File: src/logic/xctx_pkg.sv
// Shared constants and types for the cross-context move unit
package xctx_pkg;
    localparam int DATA_W = 32;
    localparam int FP_W = 64;
    localparam int CTX_W = 4;
    localparam int VCPU_W = 2;
    localparam logic [5:0] OPC_MAJOR = 6'h08;
    localparam logic [5:0] FUNC_TO_CTX = 6'h27;
    localparam logic [5:0] FUNC_FROM_CTX = 6'h26;
    localparam logic [2:0] LOW_BITS = 3'h0;
    localparam int OPC_HI = 31;
    localparam int OPC_LO = 26;
    localparam int RT_HI = 25;
    localparam int RT_LO = 21;
    localparam int RS_HI = 20;
    localparam int RS_LO = 16;
    localparam int SEL_HI = 15;
    localparam int SEL_LO = 11;
    localparam int U_BIT = 10;
    localparam int FUNC_HI = 9;
    localparam int FUNC_LO = 4;
    localparam int H_BIT = 3;
    localparam logic [4:0] SEL_GPR = 5'h00;
    localparam logic [4:0] SEL_ACC = 5'h01;
    localparam logic [4:0] SEL_FPR = 5'h02;
    localparam logic [4:0] SEL_FP_CONTROL_REG = 5'h03;
    localparam logic [4:0] SEL_C2D = 5'h04;
    localparam logic [4:0] SEL_C2C = 5'h05;
    localparam logic [4:0] RS_DSPCTL = 5'h10;
    localparam logic [31:0] ALL_ONES = 32'hFFFFFFFF;
    localparam logic [31:0] RESET_WORD = 32'h00000000;
    typedef enum logic [3:0] {
        DST_NONE, DST_CP0, DST_GPR, DST_LO, DST_HI, DST_ACX,
        DST_DSPCTL, DST_FPR, DST_FP_CONTROL_REG, DST_C2D, DST_C2C
    } dest_kind_t;
endpackage : xctx_pkg

File: src/logic/xctx_decode.sv
// Instruction field splitter and destination class decoder
`timescale 1ns/1ns
module xctx_decode
    import xctx_pkg::*;
(
    input wire logic [31:0] instr,
    output logic is_to,
    output logic is_from,
    output logic [4:0] rt,
    output logic [4:0] rs,
    output logic [4:0] sel,
    output logic u,
    output logic h,
    output xctx_pkg::dest_kind_t kind,
    output logic [1:0] acc_num
);
    logic frame_ok;
    always_comb
    begin
        frame_ok = (instr[OPC_HI:OPC_LO] == OPC_MAJOR)
            && (instr[2:0] == LOW_BITS);
        is_to = frame_ok && (instr[FUNC_HI:FUNC_LO] == FUNC_TO_CTX);
        is_from = frame_ok && (instr[FUNC_HI:FUNC_LO] == FUNC_FROM_CTX);
        rt = instr[RT_HI:RT_LO];
        rs = instr[RS_HI:RS_LO];
        sel = instr[SEL_HI:SEL_LO];
        u = instr[U_BIT];
        h = instr[H_BIT];
        acc_num = rs[3:2];
        kind = DST_NONE;
        if (!u)
            kind = DST_CP0;
        else if (sel == SEL_GPR)
            kind = DST_GPR;
        else if (sel == SEL_ACC)
        begin
            // rs bit 4 clear and low pair 0..2 selects an accumulator
            if (rs == RS_DSPCTL)
                kind = DST_DSPCTL;
            else if (!rs[4] && rs[1:0] == 2'h0)
                kind = DST_LO;
            else if (!rs[4] && rs[1:0] == 2'h1)
                kind = DST_HI;
            else if (!rs[4] && rs[1:0] == 2'h2)
                kind = DST_ACX;
        end
        else if (sel == SEL_FPR)
            kind = DST_FPR;
        else if (sel == SEL_FP_CONTROL_REG)
            kind = DST_FP_CONTROL_REG;
        else if (sel == SEL_C2D)
            kind = DST_C2D;
        else if (sel == SEL_C2C)
            kind = DST_C2C;
    end
endmodule : xctx_decode

File: src/logic/xctx_move.sv
// Cross-context register move execution unit
`timescale 1ns/1ns
module xctx_move
    import xctx_pkg::*;
(
    input wire logic MCLK,
    input wire logic RST_N,
    input wire logic ISSUE,
    input wire logic [31:0] INSTR,
    input wire logic [31:0] RT_VALUE,
    input wire logic [4:0] RX,
    input wire logic CP0_ENABLED,
    input wire logic MT_PRESENT,
    input wire logic MULTI_VCPU_PRIVILEGE,
    input wire logic [xctx_pkg::CTX_W-1:0] TARGET_CONTEXT_INDEX,
    input wire logic [xctx_pkg::CTX_W-1:0] HIGHEST_CONTEXT_NUMBER,
    input wire logic [xctx_pkg::VCPU_W-1:0] OWN_BOUND_VCPU,
    input wire logic [xctx_pkg::VCPU_W-1:0] TARGET_BOUND_VCPU,
    input wire logic FP_SPLIT_MODE,
    input wire logic HAS_FPU,
    input wire logic HAS_DSP,
    input wire logic HAS_COP2,
    input wire logic READ_VALID,
    input wire logic [63:0] READ_DATA,
    output logic READ_REQ,
    output logic WRITE_REQ,
    output logic [xctx_pkg::CTX_W-1:0] ACC_CONTEXT,
    output logic [3:0] ACC_KIND,
    output logic [9:0] ACC_INDEX,
    output logic [2:0] ACC_SEL,
    output logic ACC_HIGH,
    output logic [31:0] WRITE_DATA,
    output logic RESULT_VALID,
    output logic [4:0] RESULT_RT,
    output logic [31:0] RESULT_DATA,
    output logic EXC_COP_UNUSABLE,
    output logic EXC_RESERVED,
    output logic BUSY
);
    import xctx_pkg::*;

    typedef enum logic [1:0] {IDLE, WAIT_READ} state_t;

    logic is_to, is_from, u, h;
    logic [4:0] rt, rs, sel;
    logic [1:0] acc_num;
    dest_kind_t kind;

    xctx_decode u_dec (
        .instr(INSTR),
        .is_to(is_to),
        .is_from(is_from),
        .rt(rt),
        .rs(rs),
        .sel(sel),
        .u(u),
        .h(h),
        .kind(kind),
        .acc_num(acc_num)
    );

    state_t state_q, state_d;
    logic read_req_q, read_req_d, write_req_q, write_req_d;
    logic [CTX_W-1:0] ctx_q, ctx_d;
    logic [3:0] kind_q, kind_d;
    logic [9:0] index_q, index_d;
    logic [2:0] sel_q, sel_d;
    logic high_q, high_d, split_q, split_d;
    logic [31:0] wdata_q, wdata_d, rdata_q, rdata_d;
    logic rvalid_q, rvalid_d, ecu_q, ecu_d, eri_q, eri_d;
    logic [4:0] rrt_q, rrt_d;
    logic denied, present;
    logic busy_q, busy_d;
    logic [31:0] picked;

    always_comb
    begin
        // Resource presence only; usable and dsp enable bits are not looked at
        present = 1'b1;
        if (kind == DST_NONE)
            present = 1'b0;
        else if (kind == DST_LO || kind == DST_HI || kind == DST_ACX
            || kind == DST_DSPCTL)
            present = HAS_DSP || (kind != DST_DSPCTL && acc_num == 2'h0);
        else if (kind == DST_FPR || kind == DST_FP_CONTROL_REG)
            present = HAS_FPU;
        else if (kind == DST_C2D || kind == DST_C2C)
            present = HAS_COP2;
        denied = (!MULTI_VCPU_PRIVILEGE
            && TARGET_BOUND_VCPU != OWN_BOUND_VCPU)
            || (TARGET_CONTEXT_INDEX > HIGHEST_CONTEXT_NUMBER);
        // only split mode and cop2 have a meaningful upper half
        if (high_q && (split_q || kind_q == 4'(DST_C2D)
            || kind_q == 4'(DST_C2C)))
            picked = READ_DATA[63:32];
        else
            picked = READ_DATA[31:0];
    end

    always_comb
    begin
        state_d = state_q;
        read_req_d = 1'b0;
        write_req_d = 1'b0;
        ctx_d = ctx_q;
        kind_d = kind_q;
        index_d = index_q;
        sel_d = sel_q;
        high_d = high_q;
        split_d = split_q;
        wdata_d = wdata_q;
        rdata_d = rdata_q;
        rvalid_d = 1'b0;
        ecu_d = 1'b0;
        eri_d = 1'b0;
        rrt_d = rrt_q;
        case (state_q)
            IDLE:
                if (ISSUE && (is_to || is_from))
                begin
                    ctx_d = TARGET_CONTEXT_INDEX;
                    kind_d = 4'(kind);
                    index_d = {RX, rs};
                    sel_d = sel[2:0];
                    high_d = h;
                    split_d = HAS_FPU && FP_SPLIT_MODE;
                    wdata_d = RT_VALUE;
                    rrt_d = rt;
                    if (!MT_PRESENT)
                        eri_d = 1'b1;
                    else if (!CP0_ENABLED)
                        ecu_d = 1'b1;
                    else if (is_to)
                        write_req_d = !denied && present;
                    else if (denied)
                    begin
                        rdata_d = ALL_ONES;
                        rvalid_d = 1'b1;
                    end
                    else if (!present)
                    begin
                        // Unimplemented source reads all ones; allows it
                        rdata_d = ALL_ONES;
                        rvalid_d = 1'b1;
                    end
                    else
                    begin
                        // waits as long as the target holds READ_VALID off
                        read_req_d = 1'b1;
                        state_d = WAIT_READ;
                    end
                end
            WAIT_READ:
                if (READ_VALID)
                begin
                    rdata_d = picked;
                    // 32-bit sources already fill the word; ACX is sign-extended
                    // from the low 8 bits of READ_DATA to the full 32-bit result
                    if (kind_q == 4'(DST_ACX))
                        rdata_d = {{24{READ_DATA[7]}}, READ_DATA[7:0]};
                    rvalid_d = 1'b1;
                    state_d = IDLE;
                end
                else
                    read_req_d = 1'b1;
            default:
                state_d = IDLE;
        endcase
        // Registered so that BUSY leaves the block straight from a flop
        busy_d = (state_d != IDLE);
    end

    always_ff @(posedge MCLK or negedge RST_N)
    begin
        if (!RST_N)
        begin
            state_q <= IDLE;
            read_req_q <= 1'b0;
            write_req_q <= 1'b0;
            ctx_q <= '0;
            kind_q <= '0;
            index_q <= '0;
            sel_q <= '0;
            high_q <= 1'b0;
            split_q <= 1'b0;
            wdata_q <= RESET_WORD;
            rdata_q <= RESET_WORD;
            rvalid_q <= 1'b0;
            ecu_q <= 1'b0;
            eri_q <= 1'b0;
            rrt_q <= '0;
            busy_q <= 1'b0;
        end
        else
        begin
            state_q <= state_d;
            read_req_q <= read_req_d;
            write_req_q <= write_req_d;
            ctx_q <= ctx_d;
            kind_q <= kind_d;
            index_q <= index_d;
            sel_q <= sel_d;
            high_q <= high_d;
            split_q <= split_d;
            wdata_q <= wdata_d;
            rdata_q <= rdata_d;
            rvalid_q <= rvalid_d;
            ecu_q <= ecu_d;
            eri_q <= eri_d;
            rrt_q <= rrt_d;
            busy_q <= busy_d;
        end
    end

    always_comb
    begin
        READ_REQ = read_req_q;
        WRITE_REQ = write_req_q;
        ACC_CONTEXT = ctx_q;
        ACC_KIND = kind_q;
        ACC_INDEX = index_q;
        ACC_SEL = sel_q;
        ACC_HIGH = high_q;
        WRITE_DATA = wdata_q;
        RESULT_VALID = rvalid_q;
        RESULT_RT = rrt_q;
        RESULT_DATA = rdata_q;
        EXC_COP_UNUSABLE = ecu_q;
        EXC_RESERVED = eri_q;
        BUSY = busy_q;
    end
endmodule : xctx_move

File: config.mk
export PLATFORM = sky130hd
export DESIGN_NAME = xctx_move
export DESIGN_NICKNAME = d
export VERILOG_FILES = /design/src/logic/xctx_pkg.sv /design/src/logic/xctx_decode.sv /design/src/logic/xctx_move.sv
export SDC_FILE = /design/constraint.sdc
export NUM_CORES = 1
export LEC_CHECK = 0
export BUFFER_PORTS_ARGS = -buffer_cell sky130_fd_sc_hd__buf_4
export CORE_MARGIN = 2
export CORE_UTILIZATION = 50
export DETAILED_ROUTE_END_ITERATION = 10
export PLACE_DENSITY = 0.84
export REMOVE_ABC_BUFFERS = 1
export SETUP_SLACK_MARGIN = 0.02
export SLEW_MARGIN = 20
export SYNTH_ARGS = -nofsm -noshare
export SYNTH_HDL_FRONTEND = slang
export SYNTH_SLANG_ARGS = --single-unit
File: constraint.sdc
create_clock -name MCLK -period 5.5 [get_ports MCLK]
set_input_delay 0 -clock MCLK [delete_from_list [all_inputs] [get_ports MCLK]]
set_output_delay 0 -clock MCLK [all_outputs]
set_load 0.02 [all_outputs]
==> flow_metrics.tcl <==
set metrics [dict create \
    cts-root-buf "clkbuf_8" \
    critPathKind "in -> reg" \
    r2r_end "RESULT_DATA[6]$_DFFE_PN0P_" \
    grt_usage_pct 30.33 \
    clock_sinks 100 \
    avgSynthCellArea_um2 11.13 \
    comb_power_share_pct 17.0 \
    cts_tree "yes" \
    place_hpwl_mm 10.82 \
    dpl.cell_count 818 \
    worstHoldPathType "in -> reg" \
    area_growth_pct 58.45 \
    post-route-min-period_ns 3.259 \
    die_x_um 105.2 \
    clk_pin_slew_ns 0.10 \
    grt_pass1_vias 5288 \
    final_util_pct 82.22 \
    setup_viol 0 \
    switching_share_pct 26.23 \
    overflow 0 \
    fmax_mhz 306.9 \
    drt.antenna.violating_nets 0 \
    wl_per_cell_um 18.36 \
    ys_seq_elements 100 \
    final_nets 942 \
    io_buffers 252 \
    dr_total_vias 5017 \
    final_common_cell "buf_4" \
    ctsHtreeMaxLevel 3 \
    syn-cell-area_um2 5119 \
    rows 36 \
    switchingPower_uw 383.8 \
    cap_viol_max_count 0 \
    synth_edf_count 0 \
    initial_utilization_pct 51.89 \
    yosysWarnings 0 \
    firstDrtPassIters 4 \
    grt_max_degree 70 \
    p_seq_share_pct 51.3 \
    cp-end-kind "flop" \
    min-delay-start "READ_DATA[58]" \
    clk_path_buf_depth 2 \
    critPathMaxFanout 69 \
    fp.coreArea_um2 9864 \
    ys_seq_area_share_pct 48.89 \
    place_area_um2 7059 \
    ff2ff_path_depth 6 \
    routabilityCongestion 0.8135 \
    whs_path_depth 5 \
    slew-limit-headroom_pct 41.07 \
    clk_latency_ns 0.38 \
    synth_cell_types 49 \
    pwr-share-clk_pct 31.7 \
    cp.required_ns 5.78 \
    grt_pass1_wl_mm 26.41 \
    r2r-start "ACC_KIND[0]$_DFFE_PN0P_" \
    leakage_nw 4.074 \
    outcome "completed" \
    io_pins 253 \
    layout_worst_path_cycle_share_pct 59.25 \
    viasPerCell 5.453 \
    final_area_um2 8110 \
    drc 0 \
    die_h_um 105.2 \
    rsz0062_at_grt "false" \
    async_flop_share_pct 100.0 \
    slew_viol_final 0 \
    routed_wl_mm 16.89 \
    final_cells 920 \
    rrSetupSlack_ns 2.59 \
    finClkSkew_ns 0.01967 \
    dieArea_um2 11060 \
    synth_cells 460 \
    nFillCells 574 \
    p_int_mw 1.079 \
    antenna_cells 0 \
    fin_total_pwr_mw 1.463 \
    min_to "RESULT_DATA[26]$_DFFE_PN0P_" \
    antenna_found_initial 0 \
    cp.arrival_ns 3.54 \
    post_cts_buffers 0 \
    layout-drive-gt1-share_pct 45.49 \
    yosys_most_used_dff "dfrtp_1" \
    finalHoldViolations 0 \
    ir_drop_v 0.0001805 \
    final_cell_mix "buf_4 (258), dfrtp_1 (100), dlygate4sd3_1 (86)" \
    crit_path_start_kind "input port" \
    cts_made_buffers 9 \
    p_per_area_nw_per_um2 180.4 \
    worstMarginPinSlew_ns 0.8840 \
    initialDrtViolationCount 208 \
]
layout make-up:
cell class | instances | area [um^2] | area share (%)
clock inverter | 6 | 52.55 | 0.6479
timing repair buffer | 344 | 2798 | 34.50
sequential | 100 | 2502 | 30.85
multi-input combinational | 290 | 2315 | 28.54
tap | 133 | 166.4 | 2.052
clock buffer | 10 | 137.6 | 1.697
inverter | 37 | 138.9 | 1.712
critical path, cell delays in order:
cell and delay [ns]:
dlygate4sd3_1 0.54, buf_4 0.13, nor2_1 0.09, dlygate4sd3_1 0.56
nand4_1 0.14, nor4b_4 0.23, buf_4 0.67, nand4_1 0.34
a41o_4 0.54, a31oi_1 0.26
state kept, by name (all words and copies together) (netlist names):
name,cells
RESULT_DATA,32
WRITE_DATA,32
ACC_INDEX,10
RESULT_RT,5
ACC_CONTEXT,4
ACC_KIND,4
ACC_SEL,3
state_q,2
ACC_HIGH,1
BUSY,1
EXC_COP_UNUSABLE,1
EXC_RESERVED,1
READ_REQ,1
RESULT_VALID,1
WRITE_REQ,1
split_q,1
power groups by stage:
stage / Sequential, mW / Combinational, mW / Clock [mW]
2_1_floorplan: 0.776 / 0.0496 / 0
3_3_place_gp: 0.764 / 0.190 / 0
3_5_place_dp: 0.765 / 0.196 / 0
4_1_cts: 0.751 / 0.243 / 0.472
5_1_grt: 0.752 / 0.266 / 0.499
6_report: 0.751 / 0.248 / 0.464
stage by stage:
stage          TNS (ns)  setup WS, ns  hold slack (ns)
2_1_floorplan   -0.6044      -0.03220          -0.2956
3_3_place_gp          0         2.792          0.06037
3_5_place_dp          0         2.668          0.07050
4_1_cts               0         2.290          0.02326
5_1_grt               0         2.102          0.04111
6_report              0         2.241          0.03985
timing repair:
| action | in CTS | in global routing |
|---|---|---|
| hold endpoints to repair | 123 | 0 |
| hold buffers | 86 | 0 |
| resized for setup | 0 | 0 |
routing by layer:
metal | vias to the layer above | track usage, % | routed length (um)
met2 | 227 | 56.73 | 9383
li1 | 2298 | - | -
met4 | 0 | 11.05 | 523
met3 | 42 | 7.798 | 1068
met5 | - | 0 | 0
met1 | 2450 | 32.55 | 5913
logic make-up (layout without fill, tap and decap cells):
| family | Yosys count | in the layout | share of synthesized area, % |
|---|---|---|---|
| flops | 100 | 100 | 48.89 |
| mux | 63 | 63 | 13.64 |
| xor+xnor | 5 | 5 | 0.8557 |
| fa+ha+maj | 4 | 4 | 0.9778 |
| buf+inv | 70 | 397 | 6.062 |
| compound gates | 113 | 113 | 18.94 |
| simple gates | 104 | 104 | 10.56 |
| other cells | 1 | 1 | 0.07326 |
synthesized netlist by cell type, types with 2 or more instances:
master	number	area (um^2)
buf_2	6	30.03
dfrtp_1	100	2502
o32ai_1	3	26.28
a31oi_2	9	112.6
a31oi_4	12	255.2
inv_1	37	138.9
nand3b_1	3	22.52
nor2_1	34	127.6
ha_1	4	50.05
mux2_2	54	608.1
clkbuf_1	24	90.09
a211o_1	2	17.52
a31o_2	2	17.52
mux2i_1	9	90.09
o211ai_1	10	75.07
nand2b_1	2	12.51
o2111ai_1	2	17.52
a31oi_1	30	187.7
buf_12	2	40.04
nand2_1	16	60.06
o21ai_0	29	145.1
nand4_1	6	37.54
nor4b_2	3	45.04
a21oi_1	4	20.02
xnor2_1	3	26.28
nand3_1	28	140.1
xor2_1	2	17.52
nor2b_1	3	18.77
how the worst max path moves through the flow:
stage	from	to	slack [ns]	depth (start not counted)
2_1_floorplan	state_q[1]$_DFF_PN0_	RESULT_DATA[10]$_DFFE_PN0P_	-0.03	4
3_3_place_gp	INSTR[27]	RESULT_DATA[12]$_DFFE_PN0P_	2.79	8
3_5_place_dp	INSTR[27]	RESULT_DATA[31]$_DFFE_PN0P_	2.67	8
4_1_cts	INSTR[1]	RESULT_DATA[31]$_DFFE_PN0P_	2.29	10
5_1_grt	INSTR[1]	RESULT_DATA[31]$_DFFE_PN0P_	2.10	10
6_report	INSTR[1]	RESULT_DATA[31]$_DFFE_PN0P_	2.24	10
(Power assumes the default switching activity.)
